### src/inc/lpm_pkg.sv
// Power-mode manager shared types and constants.
// Assumes a single 125 MHz clock domain.
package lpm_pkg;

    // ****************************************
    // Modes and requests
    // ****************************************
    typedef enum logic [2:0] {
        LPM_ACTIVE,
        LPM_MODEM,
        LPM_LIGHT,
        LPM_DEEP,
        LPM_HIBER
    } lpm_mode_t;

    typedef struct packed {
        logic cpu_pwr;
        logic cpu_clk_en;
        logic radio_pwr;
        logic rtc_mem_pwr;
        logic rtc_per_pwr;
        logic coproc_run;
        logic osc8m_en;
        logic rtc_timer_en;
        logic gpio_hold;
    } lpm_dom_t;

    typedef struct packed {
        logic mac;
        logic host;
        logic rtc_timer;
        logic ext_int;
        logic rtc_gpio;
        logic coproc;
    } lpm_wake_t;

    localparam int  LPM_CLK_MHZ       = 125;
    localparam int  LPM_RESTORE_NS    = 1000;
    localparam int  LPM_RESTORE_CYC   =
        (LPM_RESTORE_NS * LPM_CLK_MHZ + 999) / 1000;
    localparam int  LPM_CNT_W         = 8;
    localparam int  LPM_DIV_W         = 3;
    localparam logic [LPM_DIV_W-1:0] LPM_DIV_FULL = 3'h0;
    localparam logic [LPM_DIV_W-1:0] LPM_DIV_MIN  = 3'h7;
    localparam int  LPM_DUTY_PERIOD   = 100;
    localparam int  LPM_DUTY_ON       = 1;
    localparam int  LPM_DUTY_W        = 7;
    localparam int  LPM_DUTY_PRE      = 1250;
    localparam int  LPM_PRE_W         = 11;
    localparam int  LPM_SENSE_W       = 12;

endpackage

### src/core/lpm_duty.sv
// Sensor duty-cycle generator for sensor-monitored sleep.
// Assumes one clock; period tick comes from an internal prescaler.
`timescale 1ns/100ps
module lpm_duty
    import lpm_pkg::*;
#(
    parameter int PERIOD = LPM_DUTY_PERIOD,
    parameter int ON     = LPM_DUTY_ON,
    parameter int PRE    = LPM_DUTY_PRE
) (
    input  wire logic i_clk,    // System clock
    input  wire logic i_rstn,   // Async reset, active low
    input  wire logic i_en,     // Sensor monitoring enabled
    output logic      o_conv,   // Converter active window
    output logic      o_slot    // One-cycle pulse in the last cycle of the window
);

    logic [LPM_PRE_W-1:0]  pre_q;
    logic [LPM_DUTY_W-1:0] cnt_q;
    logic                  tick;

    assign tick = (pre_q == LPM_PRE_W'(PRE - 1));

    always_ff @(posedge i_clk or negedge i_rstn) begin
        if (!i_rstn) begin
            pre_q <= '0;
        end else if (!i_en || tick) begin
            pre_q <= '0;
        end else begin
            pre_q <= pre_q + 1'b1;
        end
    end

    always_ff @(posedge i_clk or negedge i_rstn) begin
        if (!i_rstn) begin
            cnt_q <= '0;
        end else if (!i_en) begin
            cnt_q <= '0;
        end else if (tick) begin
            if (cnt_q == LPM_DUTY_W'(PERIOD - 1)) begin
                cnt_q <= '0;
            end else begin
                cnt_q <= cnt_q + 1'b1;
            end
        end
    end

    // 1% duty: converter on for ON of PERIOD ticks
    always_ff @(posedge i_clk or negedge i_rstn) begin
        if (!i_rstn) begin
            o_conv <= 1'b0;
            o_slot <= 1'b0;
        end else begin
            o_conv <= i_en && (cnt_q < LPM_DUTY_W'(ON));
            o_slot <= i_en && tick && (cnt_q == '0);
        end
    end

endmodule

### src/core/lpm_mgr.sv
// Power-mode manager: mode sequencing, domain controls, wake logic.
// Assumes wake and pin inputs are asynchronous; software requests
// and sensor data come from logic on i_clk.
`timescale 1ns/100ps

// Contract
// Active mode keeps radio powered
// Modem-sleep: CPU runs, radio and baseband off
// Light-sleep pauses CPU, RTC and coprocessor run
// Any wake event ends light-sleep; the coproc wake source is not decoded in light-sleep
// Deep-sleep powers only RTC memory and peripherals
// Connection state saved before deep-sleep
// Hibernation: oscillator, coprocessor, recovery memory off
// Hibernation keeps one RTC timer and GPIOs
// Hibernation exits only on timer or GPIO
// Wireless enabled: alternate active and modem-sleep
// Modem-sleep CPU clock follows load
// Deep-sleep coprocessor keeps GPIO, I2C usable
// Sensor mode: converter 1% duty
// Power-up pin low: everything off
// Coprocessor runs from RTC slow memory
// CPU wakes on external, timer, or both
// Coprocessor wakes CPU on voltage threshold
// GPIOs may hold state while sleeping
// Sleep on request; restore before CPU resumes
module lpm_mgr
    import lpm_pkg::*;
#(
    parameter int RESTORE_CYC = LPM_RESTORE_CYC
) (
    input  wire logic             i_clk,          // System clock
    input  wire logic             i_rstn,         // Async reset, active low
    input  wire logic             i_chip_power_up_pin, // Power-up pin
    input  wire logic             i_sleep_req,    // Sleep request pulse
    input  wire lpm_mode_t        i_sleep_mode,   // Requested sleep mode
    input  wire logic             i_wlan_en,      // Wireless LAN enabled
    input  wire logic             i_traffic,      // Air traffic pending
    input  wire logic [LPM_DIV_W-1:0] i_cpu_load, // CPU load level
    input  wire logic             i_per_busy,     // Peripherals in use
    input  wire logic             i_gpio_hold_en, // Hold GPIOs in sleep
    input  wire logic             i_sensor_en,    // Sensor monitoring on
    input  wire logic             i_state_saved,  // Connection state saved
    input  wire lpm_wake_t        i_wake,         // Async wake sources
    input  wire logic [1:0]       i_wake_combo,   // Timer/ext wake policy
    input  wire logic [LPM_SENSE_W-1:0] i_sense,  // Coprocessor voltage
    input  wire logic [LPM_SENSE_W-1:0] i_thresh, // Voltage threshold
    output lpm_mode_t             o_mode,         // Current mode
    output lpm_dom_t              o_dom,          // Domain controls
    output logic [LPM_DIV_W-1:0]  o_cpu_div,      // CPU clock divider
    output logic                  o_save_req,     // Ask to save state
    output logic                  o_conv_en,      // Converter enable
    output logic                  o_cpu_run,      // CPU may execute
    output logic                  o_woke          // Wake pulse
);

    // ****************************************
    // Input synchronisers
    // ****************************************
    lpm_wake_t wk_m_q;
    lpm_wake_t wk_s_q;
    logic      pu_m_q;
    logic      pu_s_q;

    always_ff @(posedge i_clk or negedge i_rstn) begin
        if (!i_rstn) begin
            wk_m_q <= '0;
            wk_s_q <= '0;
            pu_m_q <= 1'b0;
            pu_s_q <= 1'b0;
        end else begin
            wk_m_q <= i_wake;
            wk_s_q <= wk_m_q;
            pu_m_q <= i_chip_power_up_pin;
            pu_s_q <= pu_m_q;
        end
    end

    // ****************************************
    // Sensor duty and coprocessor trigger
    // ****************************************
    logic conv;
    logic sensor_on;
    logic thresh_hit;

    lpm_duty u_duty (
        .i_clk  (i_clk),
        .i_rstn (i_rstn),
        .i_en   (sensor_on),
        .o_conv (conv),
        .o_slot ()
    );

    // Threshold sampled only inside converter window
    assign thresh_hit = conv && (i_sense >= i_thresh);

    // ****************************************
    // Wake qualification
    // ****************************************
    typedef enum {
        ST_OFF,
        ST_ACTIVE,
        ST_MODEM,
        ST_SAVE,
        ST_LIGHT,
        ST_DEEP,
        ST_HIBER,
        ST_RESTORE
    } lpm_st_t;

    lpm_st_t state_q;
    lpm_st_t state_d;
    logic    wake_light;
    logic    wake_deep;
    logic    wake_hiber;
    logic    tmr_ext;

    // Policy 0: either; 1: timer; 2: external; 3: both together
    always_comb begin
        case (i_wake_combo)
            2'h0:    tmr_ext = wk_s_q.rtc_timer || wk_s_q.ext_int;
            2'h1:    tmr_ext = wk_s_q.rtc_timer;
            2'h2:    tmr_ext = wk_s_q.ext_int;
            default: tmr_ext = wk_s_q.rtc_timer && wk_s_q.ext_int;
        endcase
    end

    assign wake_light = wk_s_q.mac || wk_s_q.host ||
                        wk_s_q.rtc_timer || wk_s_q.ext_int ||
                        wk_s_q.rtc_gpio || thresh_hit;
    assign wake_deep  = tmr_ext || wk_s_q.rtc_gpio ||
                        wk_s_q.coproc || thresh_hit;
    // Only timer and retained GPIOs are alive in hibernation
    assign wake_hiber = wk_s_q.rtc_timer || wk_s_q.rtc_gpio;

    // ****************************************
    // Mode sequencer
    // ****************************************
    logic [LPM_CNT_W-1:0] rst_cnt_q;
    logic                 restore_done;
    // State the restore began from; power-up gives no wake pulse
    lpm_st_t              target_q;

    assign restore_done = (rst_cnt_q == LPM_CNT_W'(RESTORE_CYC - 1));

    always_comb begin
        state_d = state_q;
        case (state_q)
            ST_OFF: begin
                state_d = ST_RESTORE;
            end
            ST_ACTIVE: begin
                if (i_sleep_req) begin
                    case (i_sleep_mode)
                        LPM_MODEM: state_d = ST_MODEM;
                        LPM_LIGHT: state_d = ST_LIGHT;
                        LPM_DEEP:  state_d = ST_SAVE;
                        LPM_HIBER: state_d = ST_HIBER;
                        default:   state_d = ST_ACTIVE;
                    endcase
                end else if (i_wlan_en && !i_traffic) begin
                    state_d = ST_MODEM;
                end
            end
            ST_MODEM: begin
                if (i_wlan_en && i_traffic) begin
                    state_d = ST_ACTIVE;
                end else if (!i_wlan_en && !i_sleep_req) begin
                    state_d = ST_ACTIVE;
                end else if (i_sleep_req &&
                             i_sleep_mode == LPM_LIGHT) begin
                    state_d = ST_LIGHT;
                end else if (i_sleep_req &&
                             i_sleep_mode == LPM_DEEP) begin
                    state_d = ST_SAVE;
                end else if (i_sleep_req &&
                             i_sleep_mode == LPM_HIBER) begin
                    state_d = ST_HIBER;
                end
            end
            ST_SAVE: begin
                if (i_state_saved) begin
                    state_d = ST_DEEP;
                end
            end
            ST_LIGHT: begin
                if (wake_light) begin
                    state_d = ST_RESTORE;
                end
            end
            ST_DEEP: begin
                if (wake_deep) begin
                    state_d = ST_RESTORE;
                end
            end
            ST_HIBER: begin
                if (wake_hiber) begin
                    state_d = ST_RESTORE;
                end
            end
            ST_RESTORE: begin
                if (restore_done) begin
                    state_d = ST_ACTIVE;
                end
            end
            default: state_d = ST_OFF;
        endcase
    end

    // Pin low overrides everything, whatever the state
    always_ff @(posedge i_clk or negedge i_rstn) begin
        if (!i_rstn) begin
            state_q <= ST_OFF;
        end else if (!pu_s_q) begin
            state_q <= ST_OFF;
        end else begin
            state_q <= state_d;
        end
    end

    always_ff @(posedge i_clk or negedge i_rstn) begin
        if (!i_rstn) begin
            rst_cnt_q <= '0;
        end else if (state_q != ST_RESTORE || restore_done) begin
            rst_cnt_q <= '0;
        end else begin
            rst_cnt_q <= rst_cnt_q + 1'b1;
        end
    end

    always_ff @(posedge i_clk or negedge i_rstn) begin
        if (!i_rstn) begin
            target_q <= ST_OFF;
        end else if (state_q != ST_RESTORE) begin
            target_q <= state_q;
        end
    end

    assign sensor_on = (state_q == ST_DEEP) && i_sensor_en;

    // ****************************************
    // CPU clock scaling in modem-sleep
    // ****************************************
    // Heavier load or busy peripherals keep a faster clock
    always_ff @(posedge i_clk or negedge i_rstn) begin
        if (!i_rstn) begin
            o_cpu_div <= LPM_DIV_FULL;
        end else if (state_q == ST_MODEM) begin
            if (i_per_busy) begin
                o_cpu_div <= LPM_DIV_FULL;
            end else begin
                o_cpu_div <= LPM_DIV_MIN - i_cpu_load;
            end
        end else begin
            o_cpu_div <= LPM_DIV_FULL;
        end
    end

    // ****************************************
    // Domain controls
    // ****************************************
    lpm_dom_t dom_d;

    always_comb begin
        dom_d = '0;
        case (state_q)
            ST_ACTIVE, ST_RESTORE, ST_SAVE: begin
                dom_d = '1;
                dom_d.gpio_hold = 1'b0;
            end
            ST_MODEM: begin
                dom_d = '1;
                dom_d.radio_pwr = 1'b0;
                dom_d.gpio_hold = 1'b0;
            end
            ST_LIGHT: begin
                dom_d = '1;
                dom_d.cpu_clk_en = 1'b0;
                dom_d.radio_pwr  = 1'b0;
                dom_d.gpio_hold  = i_gpio_hold_en;
            end
            ST_DEEP: begin
                dom_d.rtc_mem_pwr  = 1'b1;
                dom_d.rtc_per_pwr  = 1'b1;
                dom_d.coproc_run   = 1'b1;
                dom_d.osc8m_en     = 1'b1;
                dom_d.rtc_timer_en = 1'b1;
                dom_d.gpio_hold    = i_gpio_hold_en;
            end
            ST_HIBER: begin
                dom_d.rtc_timer_en = 1'b1;
                dom_d.rtc_per_pwr  = 1'b1;
                dom_d.gpio_hold    = i_gpio_hold_en;
            end
            default: dom_d = '0;
        endcase
    end

    always_ff @(posedge i_clk or negedge i_rstn) begin
        if (!i_rstn) begin
            o_dom <= '0;
        end else if (!pu_s_q) begin
            o_dom <= '0;
        end else begin
            o_dom <= dom_d;
        end
    end

    // ****************************************
    // Mode report and handshakes
    // ****************************************
    always_ff @(posedge i_clk or negedge i_rstn) begin
        if (!i_rstn) begin
            o_mode <= LPM_HIBER;
        end else begin
            case (state_q)
                ST_MODEM: o_mode <= LPM_MODEM;
                ST_LIGHT: o_mode <= LPM_LIGHT;
                ST_DEEP:  o_mode <= LPM_DEEP;
                ST_HIBER, ST_OFF: o_mode <= LPM_HIBER;
                default:  o_mode <= LPM_ACTIVE;
            endcase
        end
    end

    // CPU stays halted until restore finishes
    always_ff @(posedge i_clk or negedge i_rstn) begin
        if (!i_rstn) begin
            o_cpu_run  <= 1'b0;
            o_save_req <= 1'b0;
            o_conv_en  <= 1'b0;
            o_woke     <= 1'b0;
        end else begin
            o_cpu_run  <= pu_s_q && (state_q == ST_ACTIVE ||
                                     state_q == ST_MODEM);
            o_save_req <= (state_q == ST_SAVE);
            o_conv_en  <= conv;
            o_woke     <= (state_q == ST_RESTORE) && restore_done &&
                          (target_q != ST_OFF);
        end
    end

endmodule

### config.mk
export PLATFORM = sky130hd
export DESIGN_NAME = lpm_mgr
export DESIGN_NICKNAME = d
export VERILOG_FILES = /design/src/inc/lpm_pkg.sv /design/src/core/lpm_duty.sv /design/src/core/lpm_mgr.sv
export SDC_FILE = /design/constraint.sdc
export NUM_CORES = 1
export LEC_CHECK = 0
export ABC_AREA = 0
export ABC_CLOCK_PERIOD_IN_PS = 2900
export CORE_ASPECT_RATIO = 2
export CORE_UTILIZATION = 50
export DETAILED_ROUTE_END_ITERATION = 10
export DONT_BUFFER_PORTS = 1
export HOLD_SLACK_MARGIN = 0.03
export PLACE_DENSITY = 0.63
export SYNTH_ARGS = -nofsm -noshare
export SYNTH_HDL_FRONTEND = slang
export SYNTH_SLANG_ARGS = --single-unit
### constraint.sdc
create_clock -name i_clk -period 2.9 [get_ports i_clk]
set_input_delay 0.29 -clock i_clk [delete_from_list [all_inputs] [get_ports i_clk]]
set_output_delay 0.29 -clock i_clk [all_outputs]
set_load 0.02 [all_outputs]
==> impl_metrics.yaml <==
run_status:
  status: "finished with violations"
  violations: "DRC"
placed_design:
  placed_area_um2: 3200
  placement.io_buffers: 0
  hpwl_mm: 4.42
  dp_slack_ns: 0.776
  globalplace.congestion: 0.832
  dp.cells: 376
global_routing:
  use_met3_pct: 5.76
  grt_usage_pct: 20.4
  grt-ovfl-total: 0
  met2_usage_pct: 35.8
  first_global_vias: 2240
  grt_pass1_wl_mm: 10.0
  grt_util_met1_pct: 20.7
  top_usage_layer: "met2"
  antenna_found_initial: 0
  grt_max_degree: 65
worst_setup_path:
  end_kind: "register"
  cp.required_ns: 3.15
  arrival_ns: 2.41
  crit_type: "register to register"
  rr_worst_depth: 6
  path_max_fanout: 19
  cp-start-kind: "register"
layout:
  fill_cells: 499
  diodes: 0
  stdcell_area_um2: 3650
  syn2layout_area_growth_pct: 16.1
  regArea_um2: 1600
  multi_input_area_um2: 1400
  instances_no_fill: 404
  layout.nets: 381
  drive_above_1_share_pct: 8.44
drt:
  vias: 2197
  drc: 3
  final_antenna_net_count: 0
  routedWlPerCell_um: 15.1
  viasPerCell: 5.44
  wirelength_mm: 6.08
  drt-pass1-iter-count: 9
  drt_iter0_markers: 122
pwr:
  clkPwrFrac_pct: 40.5
  p_seq_share_pct: 44.4
  p_comb_share_pct: 15.1
  netSwitchingPower_mw: 0.796
  vdd_ir_drop_max_v: 0.000401
  p_int_mw: 1.98
  power.leakage_nw: 1.68
  p_sw_share_pct: 28.7
  power_density_nw_per_um2: 761
synthesis:
  syn_area_per_cell_um2: 10.4
  synth_area_um2: 3140
  ys_seq_area_share_pct: 51.0
  synth-seq-cells: 64
  synth_flop_cell: "dfrtp_1"
  ys_types: 56
  synthCells: 303
  synth-edff-count: 0
  yosys_warnings: 0
  async_reset_ff_share_pct: 100
  syn_nets: 369
clock_network:
  insertion_delay_ns: 0.33
  cts_sinks: 64
  clock_path_buffers: 2
  cts_resized: 0
  cts_buffers: 9
  clk_pin_slew_ns: 0.05
  cts-root-buf: "clkbuf_16"
  cts.htree.levels: 3
  cts_tree: "built"
floorplan:
  fp.dieH_um: 114
  die_area_um2: 6620
  ioPinCount: 67
  core_um2: 6060
  initial_utilization_pct: 51.9
  rows: 40
  fp.dieW_um: 58.1
sta:
  tns_ns: 0
  hold_viol: 0
  fin_crit_ns: 2.16
  final.period_utilization_pct: 74.5
  tightest_slew_ns: 0.576
  setup_slack_ns: 0.740
  slew-limit-headroom_pct: 61.6
  finalClockSkew_ns: 0.00412
  whs_ns: 0.152
  clock.fmax_mhz: 463
  grt_setup_unrepaired: "false"
  setup_viol: 0
  maxSlewViolCount: 0
min_path:
  min_path_type: "input port to register"
  holdPathStages: 1
run:
  cap_viol_max_count: 0
==> metrics by stage <==
stage	power [mW]	util [%]
finish	2.78	60.2
global route	2.91	60.2
CTS	2.80	60.2
detailed placement	1.63	52.8
global placement	1.62	52.8
floorplan	1.55	-
==> path summary, 6_finish.rpt <==
| path | start | endpoint | slack, ns |
|---|---|---|---|
| setup / recovery | state_q[2]$_DFFE_PN0P_ | state_q[1]$_DFFE_PN0P_ | 0.74 |
| hold / removal | i_gpio_hold_en | o_dom[0]$_DFF_PN0_ | 0.15 |
| setup reg to reg | state_q[2]$_DFFE_PN0P_ | state_q[1]$_DFFE_PN0P_ | 0.74 |
| hold reg to reg | pu_m_q$_DFF_PN0_ | pu_s_q$_DFF_PN0_ | 0.35 |
| max in group asynchronous | i_rstn | o_mode[2]$_DFF_PN1_ | 2.10 |
| min in group asynchronous | i_rstn | rst_cnt_q[2]$_DFF_PN0_ | 0.50 |
==> cells by family (layout without fill, tap and decap cells) <==
| kind of cell | after synthesis | after routing | share of synthesized area [%] |
|---|---|---|---|
| adder cells (fa/ha/maj) | 19 | 19 | 7.73 |
| AO/OA/AOI/OAI | 56 | 56 | 13.1 |
| buffers and inverters | 34 | 51 | 4.38 |
| flip-flops | 64 | 64 | 51.0 |
| multiplexers | 3 | 3 | 0.956 |
| XOR/XNOR | 18 | 18 | 5.02 |
| AND/OR/NAND/NOR | 109 | 109 | 17.8 |
==> cells in the final DEF, fill, tap and decap left out, drive strengths merged, types with 3 or more instances in the layout <==
| cell | Yosys | layout |
|---|---|---|
| or3 | 4 | 4 |
| nand2 | 23 | 23 |
| nand4 | 3 | 3 |
| o211ai | 5 | 5 |
| nand3 | 13 | 13 |
| and4 | 3 | 3 |
| a21oi | 9 | 9 |
| dlygate4sd3 | 0 | 11 |
| a32o | 3 | 3 |
| nor4 | 3 | 3 |
| clkbuf | 6 | 13 |
| nor3 | 3 | 3 |
| xor2 | 11 | 11 |
| nor2 | 30 | 30 |
| and3 | 8 | 8 |
| mux2i | 3 | 3 |
| ha | 17 | 17 |
| o21ai | 17 | 17 |
| o21a | 3 | 3 |
| nor2b | 6 | 6 |
| inv | 23 | 23 |
| xnor2 | 7 | 7 |
| dfrtp | 63 | 63 |
| nand2b | 4 | 4 |
==> routing by layer <==
layer  vias to the layer above  share of wire [%]
met5                         -                  0
met4                         0                3.5
met3                        16                3.8
met2                        44                 57
met1                      1061                 36
li1                       1076                  -
==> state kept, by name (all words and copies together) (netlist names) <==
| name | count |
|---|---|
| u_duty.pre_q | 11 |
| rst_cnt_q | 8 |
| o_dom | 7 |
| u_duty.cnt_q | 7 |
| wk_m_q | 6 |
| wk_s_q | 6 |
| o_cpu_div | 3 |
| o_mode | 3 |
| state_q | 3 |
| target_q | 3 |
| o_conv_en | 1 |
| o_cpu_run | 1 |
| o_save_req | 1 |
| o_woke | 1 |
| pu_m_q | 1 |
| pu_s_q | 1 |
| u_duty.o_conv | 1 |
==> worst max-delay path, cell delays in order (launching register included) <==
cell,delay [ns]
dfrtp_1,0.68
nand2_1,0.15
a221o_1,0.30
o41ai_2,0.27
o21ai_0,0.17
o21ai_2,0.26
mux2i_1,0.23
==> final cells by class <==
class	count	area share, %
multi-input combinational	205	38.4
clock buffer	13	6.86
tap	84	2.88
timing repair buffer	12	3.77
inverter	23	2.37
sequential	64	43.9
clock inverter	3	1.78
==> repair_timing <==
item                      CTS  global route
hold endpoints to repair   74             0
buffers inserted            0             0
hold buffers               12             0
==> Yosys cell counts, types with 7 or more instances <==
master,n,share of area (%)
xnor2_1,7,2.0
nor2_1,30,3.6
nand3_1,13,2.1
nand2_1,23,2.7
ha_1,17,6.8
inv_1,23,2.7
a21oi_1,9,1.4
dfrtp_1,63,50
and3_1,7,1.4
xor2_1,11,3.1
o21ai_0,16,2.5
==> power by group through the flow <==
stage | logic (mW) | clock network [mW] | registers (mW)
6_report | 0.418 | 1.13 | 1.23
4_1_cts | 0.423 | 1.15 | 1.23
3_5_place_dp | 0.385 | 0 | 1.25
5_1_grt | 0.478 | 1.18 | 1.25
2_1_floorplan | 0.393 | 0 | 1.16
3_3_place_gp | 0.379 | 0 | 1.24
(Power assumes the default switching activity.)
